$ cat config.mk
export PLATFORM = sky130hd
export DESIGN_NAME = aecf_cause_flags
export DESIGN_NICKNAME = d
export VERILOG_FILES = /design/src/shared/aecf_pkg.sv /design/src/rtl/aecf_cause_flags.sv
export SDC_FILE = /design/constraint.sdc
export NUM_CORES = 1
export LEC_CHECK = 0
export BUFFER_PORTS_ARGS = -buffer_cell sky130_fd_sc_hd__buf_2
export CAP_MARGIN = 20
export CORE_MARGIN = 1
export CORE_UTILIZATION = 48
export CTS_CLUSTER_DIAMETER = 150
export CTS_CLUSTER_SIZE = 8
export DETAILED_ROUTE_END_ITERATION = 7
export GPL_TIMING_DRIVEN = 1
export PLACE_DENSITY = 0.9
export SYNTH_ARGS = -nofsm -noshare
export SYNTH_HDL_FRONTEND = slang
export SYNTH_SLANG_ARGS = --single-unit
$ cat constraint.sdc
create_clock -name clk_in -period 1.3 [get_ports clk_in]
set_input_delay 0.26 -clock clk_in [delete_from_list [all_inputs] [get_ports clk_in]]
set_output_delay 0.26 -clock clk_in [all_outputs]
set_load 0.005 [all_outputs]
$ cat src/shared/aecf_pkg.sv
`default_nettype none
package aecf_pkg;
  // register map (word index times four gives byte address)
  localparam logic [7:0] ADDR_CAUSE = 8'h00;
  localparam logic [7:0] ADDR_CTRL = 8'h04;
  localparam logic [7:0] ADDR_IRQ_STAT = 8'h08;
  localparam logic [7:0] ADDR_IRQ_CLR = 8'h0c;
  localparam logic [7:0] ADDR_IRQ_EN = 8'h10;
  // cause word field positions
  localparam int BIT_CMP1 = 0;
  localparam int BIT_CMP2 = 1;
  localparam int BIT_CMP3 = 2;
  localparam int BIT_PEL = 3;
  localparam int BIT_NEL = 4;
  localparam int BIT_ALM = 5;
  localparam int BIT_STOP = 6;
  localparam int BIT_EMG = 7;
  localparam int BIT_SLOW = 8;
  localparam int BIT_POVF = 9;
  localparam int BIT_WDOG = 10;
  localparam int CAUSE_W = 11;
  // control register field
  localparam int BIT_RCI = 0;
  // reset values
  localparam logic [CAUSE_W-1:0] CAUSE_RST = 11'h000;
  localparam logic CTRL_RCI_RST = 1'b0;
  localparam logic [CAUSE_W-1:0] IRQ_STAT_RST = 11'h000;
  localparam logic [CAUSE_W-1:0] IRQ_EN_RST = 11'h000;
  localparam logic [31:0] RDATA_RST = 32'h0000_0000;
  // register bus request carrier
  typedef struct packed {
    logic [7:0] addr;
    logic [31:0] wdata;
    logic wr;
    logic rd;
  } aecf_bus_req_t;
  // stop and error event carrier, one bit per cause
  typedef struct packed {
    logic wdog_stop;
    logic pulser_ovf;
    logic slowdown;
    logic emergency;
    logic ext_stop;
    logic alarm;
    logic neg_limit;
    logic pos_limit;
    logic cmp3;
    logic cmp2;
    logic cmp1;
  } aecf_events_t;
endpackage
`default_nettype wire

$ cat src/rtl/aecf_cause_flags.sv
// Function
// - Bit 0 is set when the axis stops on the comparator 1 match (positive software limit).
// - Bit 1 is set when the axis stops on the comparator 2 match (negative software limit).
// - Bit 2 is set when the axis stops on the comparator 3 match.
// - Bit 3 is set when motion halts because the positive end-limit input turns on.
// - Bit 4 is set when motion halts because the negative end-limit input turns on.
// - Bit 5 is set when motion halts because the servo alarm input turns on.
// - Bit 6 is set when motion halts because the external stop input turns on.
// - Bit 7 is set when motion halts because the emergency input turns on.
// - Bit 8 is set when the axis decelerates to a stop because the slow-down input turns on.
// - Bit 9 is set when the manual pulser phase A/B buffer counter overflows.
// - Bit 10 is set when the axis stops on the communication watchdog after a link error.
// - With read-clear inhibit at 0, reading the cause word clears all its bits except any raised by an event in the same cycle.
// - Writing the cause word clears the bits written as 1 unless an event raises them in the same cycle, so writing back a read value clears what was seen.
`timescale 1ns/1ps
`default_nettype none
module aecf_cause_flags (
  // clock and reset
  input wire logic clk_in,
  input wire logic rstn_in,
  // register port
  input wire logic [7:0] addr_in,
  input wire logic [31:0] wdata_in,
  input wire logic wr_in,
  input wire logic rd_in,
  output logic [31:0] rdata_out,
  // stop events from the axis logic, same clock, one bit per cause
  input wire logic cmp1_stop_in,
  input wire logic cmp2_stop_in,
  input wire logic cmp3_stop_in,
  input wire logic pos_end_limit_stop_in,
  input wire logic neg_end_limit_stop_in,
  input wire logic servo_alarm_stop_in,
  input wire logic external_stop_in,
  input wire logic emergency_stop_in,
  input wire logic slowdown_stop_in,
  input wire logic pulser_overflow_in,
  input wire logic comm_watchdog_stop_in,
  // status and interrupt
  output logic axis_error_out,
  output logic irq_out
);

  // bus request and event carriers
  aecf_pkg::aecf_bus_req_t bus;
  aecf_pkg::aecf_events_t ev;

  // one sticky flag per stop cause
  logic cmp1_stop_flag_reg;
  logic cmp2_stop_flag_reg;
  logic cmp3_stop_flag_reg;
  logic pos_limit_stop_flag_reg;
  logic neg_limit_stop_flag_reg;
  logic alarm_stop_flag_reg;
  logic ext_stop_flag_reg;
  logic emergency_stop_flag_reg;
  logic slowdown_stop_flag_reg;
  logic pulser_overflow_flag_reg;
  logic comm_watchdog_stop_flag_reg;

  // next values of the flags
  logic cmp1_stop_flag_next;
  logic cmp2_stop_flag_next;
  logic cmp3_stop_flag_next;
  logic pos_limit_stop_flag_next;
  logic neg_limit_stop_flag_next;
  logic alarm_stop_flag_next;
  logic ext_stop_flag_next;
  logic emergency_stop_flag_next;
  logic slowdown_stop_flag_next;
  logic pulser_overflow_flag_next;
  logic comm_watchdog_stop_flag_next;

  // flags gathered into the cause word
  logic [aecf_pkg::CAUSE_W-1:0] cause_word;

  // control register
  logic status_read_clear_inhibit_reg;

  // interrupt registers, same layout as the cause word
  logic [aecf_pkg::CAUSE_W-1:0] irq_stat_reg;
  logic [aecf_pkg::CAUSE_W-1:0] irq_stat_next;
  logic [aecf_pkg::CAUSE_W-1:0] irq_en_reg;

  // read data register
  logic [31:0] rdata_reg;
  logic [31:0] rdata_next;

  // true when the bus address selects the given register
  function automatic logic addr_hit(input logic [7:0] addr, input logic [7:0] offset);
    return addr == offset;
  endfunction

  // sticky update, a raising event beats a clear in the same cycle
  function automatic logic flag_next(input logic cur, input logic clr, input logic set);
    return (cur & ~clr) | set;
  endfunction

  // gather the bus request
  assign bus = '{addr: addr_in, wdata: wdata_in, wr: wr_in, rd: rd_in};

  // gather the stop events, one field per cause
  assign ev = '{
    wdog_stop: comm_watchdog_stop_in,
    pulser_ovf: pulser_overflow_in,
    slowdown: slowdown_stop_in,
    emergency: emergency_stop_in,
    ext_stop: external_stop_in,
    alarm: servo_alarm_stop_in,
    neg_limit: neg_end_limit_stop_in,
    pos_limit: pos_end_limit_stop_in,
    cmp3: cmp3_stop_in,
    cmp2: cmp2_stop_in,
    cmp1: cmp1_stop_in
  };

  // address decode
  wire hit_cause = addr_hit(bus.addr, aecf_pkg::ADDR_CAUSE);
  wire hit_ctrl = addr_hit(bus.addr, aecf_pkg::ADDR_CTRL);
  wire hit_istat = addr_hit(bus.addr, aecf_pkg::ADDR_IRQ_STAT);
  wire hit_iclr = addr_hit(bus.addr, aecf_pkg::ADDR_IRQ_CLR);
  wire hit_ien = addr_hit(bus.addr, aecf_pkg::ADDR_IRQ_EN);

  // write strobes per register
  wire cause_wr = bus.wr && hit_cause;
  wire ctrl_wr = bus.wr && hit_ctrl;
  wire iclr_wr = bus.wr && hit_iclr;
  wire ien_wr = bus.wr && hit_ien;

  // read strobe of the cause word
  wire cause_rd = bus.rd && hit_cause;

  // write-one-to-clear mask, undefined bits of the write data are dropped
  wire [aecf_pkg::CAUSE_W-1:0] wr_clr = cause_wr ? bus.wdata[aecf_pkg::CAUSE_W-1:0] : '0;

  // an uninhibited read clears the whole word, so a retried read would lose flags
  wire rd_clr = cause_rd && !status_read_clear_inhibit_reg;
  wire [aecf_pkg::CAUSE_W-1:0] clr_mask = wr_clr | {aecf_pkg::CAUSE_W{rd_clr}};

  // next value of each flag
  assign cmp1_stop_flag_next = flag_next(cmp1_stop_flag_reg, clr_mask[aecf_pkg::BIT_CMP1], ev.cmp1);
  assign cmp2_stop_flag_next = flag_next(cmp2_stop_flag_reg, clr_mask[aecf_pkg::BIT_CMP2], ev.cmp2);
  assign cmp3_stop_flag_next = flag_next(cmp3_stop_flag_reg, clr_mask[aecf_pkg::BIT_CMP3], ev.cmp3);
  assign pos_limit_stop_flag_next = flag_next(pos_limit_stop_flag_reg, clr_mask[aecf_pkg::BIT_PEL], ev.pos_limit);
  assign neg_limit_stop_flag_next = flag_next(neg_limit_stop_flag_reg, clr_mask[aecf_pkg::BIT_NEL], ev.neg_limit);
  assign alarm_stop_flag_next = flag_next(alarm_stop_flag_reg, clr_mask[aecf_pkg::BIT_ALM], ev.alarm);
  assign ext_stop_flag_next = flag_next(ext_stop_flag_reg, clr_mask[aecf_pkg::BIT_STOP], ev.ext_stop);
  assign emergency_stop_flag_next = flag_next(emergency_stop_flag_reg, clr_mask[aecf_pkg::BIT_EMG], ev.emergency);
  assign slowdown_stop_flag_next = flag_next(slowdown_stop_flag_reg, clr_mask[aecf_pkg::BIT_SLOW], ev.slowdown);
  assign pulser_overflow_flag_next = flag_next(pulser_overflow_flag_reg, clr_mask[aecf_pkg::BIT_POVF], ev.pulser_ovf);
  assign comm_watchdog_stop_flag_next = flag_next(comm_watchdog_stop_flag_reg, clr_mask[aecf_pkg::BIT_WDOG],
    ev.wdog_stop);

  // flags gathered into the cause word, highest bit first
  assign cause_word = {
    comm_watchdog_stop_flag_reg,
    pulser_overflow_flag_reg,
    slowdown_stop_flag_reg,
    emergency_stop_flag_reg,
    ext_stop_flag_reg,
    alarm_stop_flag_reg,
    neg_limit_stop_flag_reg,
    pos_limit_stop_flag_reg,
    cmp3_stop_flag_reg,
    cmp2_stop_flag_reg,
    cmp1_stop_flag_reg
  };

  // any set flag raises the axis error request
  wire any_cause = |cause_word;

  // interrupt set and clear masks
  wire [aecf_pkg::CAUSE_W-1:0] set_mask = ev;
  wire [aecf_pkg::CAUSE_W-1:0] istat_clr = iclr_wr ? bus.wdata[aecf_pkg::CAUSE_W-1:0] : '0;

  // interrupt status, one sticky bit per cause, set beats clear
  always_comb begin
    irq_stat_next = irq_stat_reg;
    for (int i = 0; i < aecf_pkg::CAUSE_W; i++) begin
      irq_stat_next[i] = flag_next(irq_stat_reg[i], istat_clr[i], set_mask[i]);
    end
  end

  // read words, undefined and unused bits read as zero
  wire [31:0] cause_rd_word = {21'h0, cause_word};
  wire [31:0] ctrl_rd_word = {31'h0, status_read_clear_inhibit_reg};
  wire [31:0] istat_rd_word = {21'h0, irq_stat_reg};
  wire [31:0] ien_rd_word = {21'h0, irq_en_reg};

  // read mux, unmapped addresses read as zero
  assign rdata_next = !bus.rd ? 32'h0000_0000 :
    hit_cause ? cause_rd_word :
    hit_ctrl ? ctrl_rd_word :
    hit_istat ? istat_rd_word :
    hit_ien ? ien_rd_word : 32'h0000_0000;

  // comparator 1 stop flag
  always_ff @(posedge clk_in or negedge rstn_in) begin
    if (!rstn_in) begin
      cmp1_stop_flag_reg <= aecf_pkg::CAUSE_RST[aecf_pkg::BIT_CMP1];
    end else begin
      cmp1_stop_flag_reg <= cmp1_stop_flag_next;
    end
  end

  // comparator 2 stop flag
  always_ff @(posedge clk_in or negedge rstn_in) begin
    if (!rstn_in) begin
      cmp2_stop_flag_reg <= aecf_pkg::CAUSE_RST[aecf_pkg::BIT_CMP2];
    end else begin
      cmp2_stop_flag_reg <= cmp2_stop_flag_next;
    end
  end

  // comparator 3 stop flag
  always_ff @(posedge clk_in or negedge rstn_in) begin
    if (!rstn_in) begin
      cmp3_stop_flag_reg <= aecf_pkg::CAUSE_RST[aecf_pkg::BIT_CMP3];
    end else begin
      cmp3_stop_flag_reg <= cmp3_stop_flag_next;
    end
  end

  // positive end-limit stop flag
  always_ff @(posedge clk_in or negedge rstn_in) begin
    if (!rstn_in) begin
      pos_limit_stop_flag_reg <= aecf_pkg::CAUSE_RST[aecf_pkg::BIT_PEL];
    end else begin
      pos_limit_stop_flag_reg <= pos_limit_stop_flag_next;
    end
  end

  // negative end-limit stop flag
  always_ff @(posedge clk_in or negedge rstn_in) begin
    if (!rstn_in) begin
      neg_limit_stop_flag_reg <= aecf_pkg::CAUSE_RST[aecf_pkg::BIT_NEL];
    end else begin
      neg_limit_stop_flag_reg <= neg_limit_stop_flag_next;
    end
  end

  // servo alarm stop flag
  always_ff @(posedge clk_in or negedge rstn_in) begin
    if (!rstn_in) begin
      alarm_stop_flag_reg <= aecf_pkg::CAUSE_RST[aecf_pkg::BIT_ALM];
    end else begin
      alarm_stop_flag_reg <= alarm_stop_flag_next;
    end
  end

  // external stop flag
  always_ff @(posedge clk_in or negedge rstn_in) begin
    if (!rstn_in) begin
      ext_stop_flag_reg <= aecf_pkg::CAUSE_RST[aecf_pkg::BIT_STOP];
    end else begin
      ext_stop_flag_reg <= ext_stop_flag_next;
    end
  end

  // emergency stop flag
  always_ff @(posedge clk_in or negedge rstn_in) begin
    if (!rstn_in) begin
      emergency_stop_flag_reg <= aecf_pkg::CAUSE_RST[aecf_pkg::BIT_EMG];
    end else begin
      emergency_stop_flag_reg <= emergency_stop_flag_next;
    end
  end

  // slow-down stop flag
  always_ff @(posedge clk_in or negedge rstn_in) begin
    if (!rstn_in) begin
      slowdown_stop_flag_reg <= aecf_pkg::CAUSE_RST[aecf_pkg::BIT_SLOW];
    end else begin
      slowdown_stop_flag_reg <= slowdown_stop_flag_next;
    end
  end

  // manual pulser buffer overflow flag
  always_ff @(posedge clk_in or negedge rstn_in) begin
    if (!rstn_in) begin
      pulser_overflow_flag_reg <= aecf_pkg::CAUSE_RST[aecf_pkg::BIT_POVF];
    end else begin
      pulser_overflow_flag_reg <= pulser_overflow_flag_next;
    end
  end

  // communication watchdog stop flag
  always_ff @(posedge clk_in or negedge rstn_in) begin
    if (!rstn_in) begin
      comm_watchdog_stop_flag_reg <= aecf_pkg::CAUSE_RST[aecf_pkg::BIT_WDOG];
    end else begin
      comm_watchdog_stop_flag_reg <= comm_watchdog_stop_flag_next;
    end
  end

  // read-clear inhibit control bit
  always_ff @(posedge clk_in or negedge rstn_in) begin
    if (!rstn_in) begin
      status_read_clear_inhibit_reg <= aecf_pkg::CTRL_RCI_RST;
    end else begin
      if (ctrl_wr) begin
        status_read_clear_inhibit_reg <= bus.wdata[aecf_pkg::BIT_RCI];
      end
    end
  end

  // interrupt status bits
  always_ff @(posedge clk_in or negedge rstn_in) begin
    if (!rstn_in) begin
      irq_stat_reg <= aecf_pkg::IRQ_STAT_RST;
    end else begin
      irq_stat_reg <= irq_stat_next;
    end
  end

  // interrupt enable bits
  always_ff @(posedge clk_in or negedge rstn_in) begin
    if (!rstn_in) begin
      irq_en_reg <= aecf_pkg::IRQ_EN_RST;
    end else begin
      if (ien_wr) begin
        irq_en_reg <= bus.wdata[aecf_pkg::CAUSE_W-1:0];
      end
    end
  end

  // read data, valid the cycle after the strobe only
  always_ff @(posedge clk_in or negedge rstn_in) begin
    if (!rstn_in) begin
      rdata_reg <= aecf_pkg::RDATA_RST;
    end else begin
      rdata_reg <= rdata_next;
    end
  end

  // read data output
  assign rdata_out = rdata_reg;

  // status and interrupt outputs
  assign axis_error_out = any_cause;
  assign irq_out = |(irq_stat_reg & irq_en_reg);

endmodule // aecf_cause_flags
`default_nettype wire

---- Word level (Yosys, flattened, before mapping) ----
Cells that the tools add are included.
storage, ports and cells
  bits in registers ....................... 45
  latch bits .............................. 0
  memory bits (writable) .................. 0
  bits in read-only memories .............. 0
  output and inout port bits .............. 34
  logic and storage cells ................. 104
  memories kept ........................... 0
operators by class
  add/subtract/negate cells ............... 0
  multiply operators ...................... 0
  divide/modulo/power cells ............... 0
  order comparisons ....................... 0
  equality and inequality tests ........... 4
  shift operators ......................... 0
  mux-type cells .......................... 7
  bitwise gates (word level) .............. 68
  reduce and logical (&&, ||, !) cells .... 10
operators by type and width
  cell                                                              number
  11-bit 2-to-1 mux                                                 7
  1-bit bitwise AND                                                 22
  1-bit inverter                                                    22
  1-bit OR                                                          22
  11-bit OR reduction                                               2
  8-bit by 4-bit == test with 1-bit output (second input constant)  2
  11-bit bitwise AND                                                1
  11-bit OR                                                         1
  8-bit by 3-bit == test with 1-bit output (second input constant)  1
  8-bit by 5-bit == test with 1-bit output (second input constant)  1
  8-bit zero test                                                   1
  1-bit logical AND                                                 6
  1-bit zero test                                                   1

---- Longest topological paths before layout ----
Gate-level depths: netlist of run 1.
  word-level depth ........................ 7
  gate-level depth with buffers ........... 6

---- Worst setup path after synthesis of run 1 ----
Ideal clock, no wire load.
  kind .................................... input to register
  start ................................... input addr_in[1]
  end ..................................... register irq_en_reg[0] in the netlist's numbering
  setup time .............................. 0.125 ns
  data arrival time ....................... 1.568 ns
  setup slack ............................. -0.394 ns
  stages .................................. 5
  cell sequence ........................... or4_4 nor2_4 and4_4 buf_12 mux2_4
between the ends
  longest elaborated chain between the ends .. 2
RTL lines
  item                                      line                     RTL
  from (decl)                               aecf_cause_flags.sv:22   input wire logic [7:0] addr_in,
  8-bit by 5-bit == test with 1-bit output  aecf_cause_flags.sv:91   return addr == offset;
  1-bit logical AND                         aecf_cause_flags.sv:128  wire ien_wr = bus.wr && hit_ien;
  to (signal assigned)                      aecf_cause_flags.sv:319  irq_en_reg <= aecf_pkg::IRQ_EN_RST;
  to (signal assigned)                      aecf_cause_flags.sv:322  irq_en_reg <= bus.wdata[aecf_pkg::CAUSE_W-1:0];
  to (decl)                                 aecf_cause_flags.sv:83   logic [aecf_pkg::CAUSE_W-1:0] irq_en_reg;
Every way passes these cells.
A chain may end at the register's enable or synchronous reset.

---- Final worst setup path of run 1 ----
  start ................................... register irq_en_reg[6] in the netlist's numbering
  end ..................................... output irq_out
between the ends
  longest elaborated chain between the ends .. 2
RTL lines
  item                 line                     RTL
  11-bit bitwise AND   aecf_cause_flags.sv:341  assign irq_out = |(irq_stat_reg & irq_en_reg);
  11-bit OR reduction  aecf_cause_flags.sv:341
  to (decl)            aecf_cause_flags.sv:41   output logic irq_out
Every way passes these cells.

==> impl_metrics.csv, run 1 <==
group,metric,value,unit
min_path,hold_path_class,"in -> reg",
run,maxCapViolations,0,
final_layout,area_growth,29.0,%
critical_path,r2r_start,"irq_stat_reg[6]",
sta,hold-worst-slack,0.156,ns
cts,cts_tree,"yes",
synth,avgSynthCellArea,10.1,um^2
cts,clock_sinks,45,
sta,setup_ws,-0.507,ns
drt,first_iter_violations,224,
final_layout,final_net_count,355,
min_path,min_to,"irq_stat_reg[4]",
cts,root_buffer,"clkbuf_8",
synth,async_flop_share,1.00,
placed_design,place.gp.congestion,0.889,
placed_design,port_buffers,46,
global_route,grt_first_pass_wirelength,9360,um
sta,clock_skew,0.00931,ns
die,num_rows,24,
synth,synth_flop_cell,"dfrtp_1",
drt,vias_per_cell,5.77,
final_layout,final_cell_mix,"dfrtp_1, buf_2, nor2_1, a21oi_1, buf_4",
global_route,track_usage,0.248,
die,num_io_pins,89,
synth,synth_top_cell_by_area,"dfrtp_1",
global_route,antenna_found_initial,0,
sta,slew_headroom,0.509,
critical_path,rr_worst_depth,6,
sta,setup_violations,20,
synth,synth_compound_area_frac,0.131,
critical_path,worst_ep_required_time,1.04,ns
drt,drt_pre_antenna_iters,7,
sta,slew_viol_final,0,
synth,yosys.area.top_type_share,0.496,
min_path,hold_depth,2,
sta,rsz0062_at_grt,"yes",
drt,finalWirelength,6170,um
synth,yosys.area_share.simple,0.153,
synth,synth_top_family_by_area,"simple AND/OR/NAND/NOR gates",
global_route,grt.overflow.total,0,
cts,cts.clk_slew.worst_paths,0.09,ns
critical_path,r2r_slack,0.08,ns
placed_design,pre_cts_ws,-0.583,ns
critical_path,worstPathArrival,1.55,ns
synth,syn-cell-area,2270,um^2
sta,max_freq,553,MHz
placed_design,dp_hpwl,3960,um
sta,hold_viol,0,
die,fp.coreArea,4440,um^2
synth,synth-seq-area-share,0.496,
synth,synth.area.mux_share,0.124,
outcome,outcome,"complete, but fails checks",
min_path,hp-start,"neg_end_limit_stop_in",
critical_path,start_kind,"flop",
drt,num_vias,2038,
die,start_util,0.511,
final_layout,drive_above_1_share,0.389,
drt,postRouteAntennaNets,0,
drt,drcViolationCount,0,
critical_path,reg2reg_to,"rdata_out[6]",
power,p_per_area,997,nW/um^2
synth,synth_fa_ha_area_frac,0,
final_layout,antenna_cells,0,
synth,synthTopCellsByArea,"dfrtp_1, a21oi_1, nor2_1, buf_4, mux2_4",
synth,ys_seq_elements,45,
die,die_x,70.8,um
die,dieArea,5010,um^2
critical_path,worstSetupPathType,"reg -> out",
synth,synth_xor_area_frac,0,
cts,insertion_delay,0.31,ns
cts,cts-buffers-inserted,5,
power,max-vdd-ir-drop,0.508,mV
synth,syn-instance-count,224,
outcome,violations,"negative setup slack",
synth,synth-edff-count,0,
die,die_h,70.8,um
synth,yosysWarningCount,0,
sta,min_period,1.81,ns
sta,finalCritPeriodShare,1.39,
critical_path,end_kind,"output port",
drt,routedWlPerCell,17.5,um
sta,worst_pin_slew,0.735,ns
global_route,grt_max_degree,46,
critical_path,crit_fanout,2,
global_route,grt_pass1_vias,1922,
synth,synth.distinct_cells,31,
cts,clockBufferDepth,2,
power,power,2920,uW
cts,htree_levels,2,
power,leakage,0.00136,uW
synth_stat cells, types with 2 or more instances:
cell type / count
buf_2: 3
nor2_1: 43
mux2_4: 10
a21oi_1: 33
nor3_1: 2
nand3b_1: 2
mux2i_1: 11
clkbuf_1: 5
nor2b_1: 2
a22oi_1: 2
dfrtp_1: 45
and3_1: 2
buf_4: 21
a21o_1: 11
mux2_2: 2
nor4_1: 3
nand2_1: 13
worst max-delay path, stage by stage (launching register included):
cell,delay (ns)
dfrtp_1,0.42
a22o_1,0.23
a221oi_2,0.17
and3_1,0.19
nand2_1,0.08
buf_2,0.15
area by class of cell:
cell class | instances | area (um^2)
clock buffers | 6 | 82.6
clock inverters | 2 | 37.5
repair buffers | 79 | 519
fillers | 303 | 1510
well taps | 52 | 65.1
flip-flops and latches | 45 | 1130
multi-input cells | 169 | 1100
how the worst max path moves through the flow:
stage,slack (ns),start,to
after floorplan,-0.39,addr_in[1],irq_en_reg[0]
after detailed placement,-0.58,addr_in[1],irq_en_reg[10]
final,-0.51,irq_en_reg[6],irq_out
after global placement,-0.56,addr_in[1],irq_en_reg[10]
after global routing,-0.52,irq_stat_reg[6],irq_out
after CTS,-0.47,irq_stat_reg[6],irq_out
metrics by stage:
stage	utilization	cell area (um^2)	instances	setup TNS (ns)
6_report	0.659	2930	353	-3.15
2_1_floorplan	-	2360	244	-6.66
5_1_grt	0.659	2930	353	-3.36
3_5_place_dp	0.595	2650	336	-14.44
3_3_place_gp	0.595	2650	336	-13.20
4_1_cts	0.639	2840	350	-2.79
logic make-up after synthesis:
logic type      after synthesis
simple gates                 74
compound gates               50
flops                        45
buf+inv                      31
mux                          23
other cells                   1
report_power, final:
group          total, uW  internal, uW  switching (uW)  leakage [uW]
registers           1440          1420            20.3      0.000512
logic                375           166             208      0.000786
clock network       1110           625             483     0.0000574
total               2920          2210             712       0.00136
metal layers:
layer	global-route usage	wire (um)
met1	0.302	2350
met2	0.420	3070
met3	0.0499	566
met4	0.127	189
met5	0	0
repair_timing:
item | 4_1_cts | 5_1_grt
hold endpoints to repair | 45 | 0
buffers inserted | 4 | 2
hold buffers | 1 | 0
pin swaps | 7 | 4
setup endpoints to repair | 24 | 27
resized for setup | 6 | 18
gates cloned | 1 | 1
Note: power is estimated with default switching activity, not from simulation.
==> inputs of run 2 (changes only) <==
--- a/config.mk
+++ b/config.mk
@@ -17,3 +17,4 @@
 export SYNTH_ARGS = -nofsm -noshare
 export SYNTH_HDL_FRONTEND = slang
 export SYNTH_SLANG_ARGS = --single-unit
+export TNS_END_PERCENT = 50
==> constraint.sdc (replaced) <==
create_clock -name clk_in -period 1.3 [get_ports clk_in]
set_input_delay 0.065 -clock clk_in [delete_from_list [all_inputs] [get_ports clk_in]]
set_output_delay 0.065 -clock clk_in [all_outputs]
set_load 0.005 [all_outputs]
==> impl_metrics.csv, run 2 (synthesized netlist as in run 1, its figures left out) <==
group,metric,value,unit
sta,finalCritPeriodShare,1.28,
min_path,hold_path_class,"in -> reg",
power,p_int,2010,uW
power,clkPwrFrac,0.324,
power,swShare,0.244,
global_route,antenna_found_initial,0,
power,p_sw,648,uW
critical_path,worstSetupPathType,"reg -> out",
critical_path,worstPathArrival,1.61,ns
final_layout,final_common_cell,"dfrtp_1",
cts,cts-buffers-inserted,5,
sta,rsz0062_at_grt,"yes",
cts,root_buffer,"clkbuf_8",
drt,routedWlPerCell,16.4,um
global_route,track_usage,0.242,
global_route,grt_pass1_vias,1879,
final_layout,final_net_count,353,
die,fp.coreArea,4440,um^2
drt,drcViolationCount,0,
critical_path,path_depth,5,
min_path,hold_depth,3,
drt,first_iter_violations,158,
power,max-vdd-ir-drop,0.379,mV
placed_design,dp.cells,324,
cts,cts_tree,"yes",
final_layout,drive_above_1_share,0.305,
drt,drt_pre_antenna_iters,7,
sta,worst_pin_slew,0.605,ns
final_layout,final_cell_mix,"dfrtp_1, buf_2, nor2_1, a21oi_1, conb_1",
power,pwr-share-seq,0.541,
die,dieArea,5010,um^2
drt,finalWirelength,5720,um
drt,num_vias,1983,
critical_path,crit_chain,"a22o_1 -> a221oi_2 -> and3_1 -> nand2_1 -> buf_2",
final_layout,antenna_cells,0,
die,start_util,0.511,
cts,clockBufferDepth,2,
critical_path,rr_worst_depth,2,
sta,min_period,1.67,ns
critical_path,max_stage_delay,0.40,ns
critical_path,worst_ep_required_time,1.24,ns
critical_path,cp_num_buf_inv,1,
power,power_frac_comb,0.136,
final_layout,area_growth,25.6,%
die,num_rows,24,
final_layout,fin_cells,350,
placed_design,dp_hpwl,3850,um
sta,hold_viol,0,
critical_path,start_kind,"flop",
global_route,grt.overflow.total,0,
drt,vias_per_cell,5.67,
critical_path,crit_fanout,2,
cts,clock_sinks,45,
die,num_io_pins,89,
sta,max_freq,599,MHz
sta,setup_ws,-0.370,ns
placed_design,port_buffers,46,
outcome,violations,"negative setup slack",
sta,slew_viol_final,0,
global_route,grt_max_degree,25,
sta,setup_tns,-0.428,ns
die,die_h,70.8,um
global_route,grt_first_pass_wirelength,9150,um
critical_path,crit_family,"compound AO/OA/AOI/OAI gates",
outcome,outcome,"complete, but fails checks",
power,leakage,0.00131,uW
cts,insertion_delay,0.30,ns
cts,cts.clk_slew.worst_paths,0.08,ns
sta,slew_headroom,0.596,
die,die_x,70.8,um
drt,postRouteAntennaNets,0,
run,maxCapViolations,0,
critical_path,end_kind,"output port",
power,p_per_area,932,nW/um^2
final_layout,final_core_util,0.642,
critical_path,slowest_stage,"dfrtp_1",
placed_design,place.gp.congestion,0.857,
cts,htree_levels,2,
sta,setup_violations,7,
sta,clock_skew,0.00622,ns
-- run 2: worst reg2reg max path, stage by stage, from the launching register on --
cell and delay (ns):
dfrtp_1 0.38, or4bb_1 0.50, a21oi_1 0.14
-- run 2: what timing repair did --
item / CTS / global route
gates resized for setup: 4 / 4
gates cloned: 1 / 0
endpoints found under the setup margin: 13 / 24
hold endpoints to repair: 56 / 0
buffers inserted: 1 / 5
pin swaps: 5 / 5
hold buffers: 12 / 0
-- run 2: final timing paths --
kind / startpoint / endpoint / slack (ns)
worst max-delay path: irq_stat_reg[6] / irq_out / -0.37
worst min-delay path: rd_in / rdata_out[0] / 0.02
worst max register to register: status_read_clear_inhibit_reg / rdata_out[0] / 0.22
worst min register to register: irq_stat_reg[10] / irq_stat_reg[10] / 0.50
max in group asynchronous: rstn_in / irq_stat_reg[3] / 0.68
min in group asynchronous: rstn_in / irq_stat_reg[6] / 0.16
-- run 2: metal layers --
| metal | up-vias | GRT usage | wire, um |
|---|---|---|---|
| met5 | - | 0 | 0 |
| met4 | 0 | 0.151 | 286 |
| met3 | 27 | 0.0484 | 400 |
| met2 | 126 | 0.401 | 2860 |
| met1 | 952 | 0.289 | 2170 |
| li1 | 878 | - | - |
-- run 2: through the flow --
stage               hold WS, ns  setup slack [ns]  total power [uW]  area (um^2)
floorplan                -0.231            -0.194              1650         2350
global placement        -0.0574            -0.362              1760         2550
detailed placement      -0.0546            -0.400              1770         2550
CTS                     0.00922            -0.274              2640         2790
global route             0.0219            -0.451              2750         2850
finish                   0.0216            -0.370              2660         2850
-- run 2: area by class of cell --
cell class	instances	area, um^2
Clock buffer	7	86.3
Fill cell	316	1590
Multi-Input combinational cell	169	1050
Sequential cell	45	1130
Tap cell	52	65.1
Timing Repair Buffer	77	531
-- run 2: power by group through the flow --
stage | Clock, uW | Sequential (uW) | Combinational [uW]
after floorplan | 0 | 1460 | 193
after global placement | 0 | 1460 | 298
after detailed placement | 0 | 1460 | 307
after CTS | 861 | 1440 | 345
after global routing | 914 | 1440 | 396
final | 860 | 1440 | 361
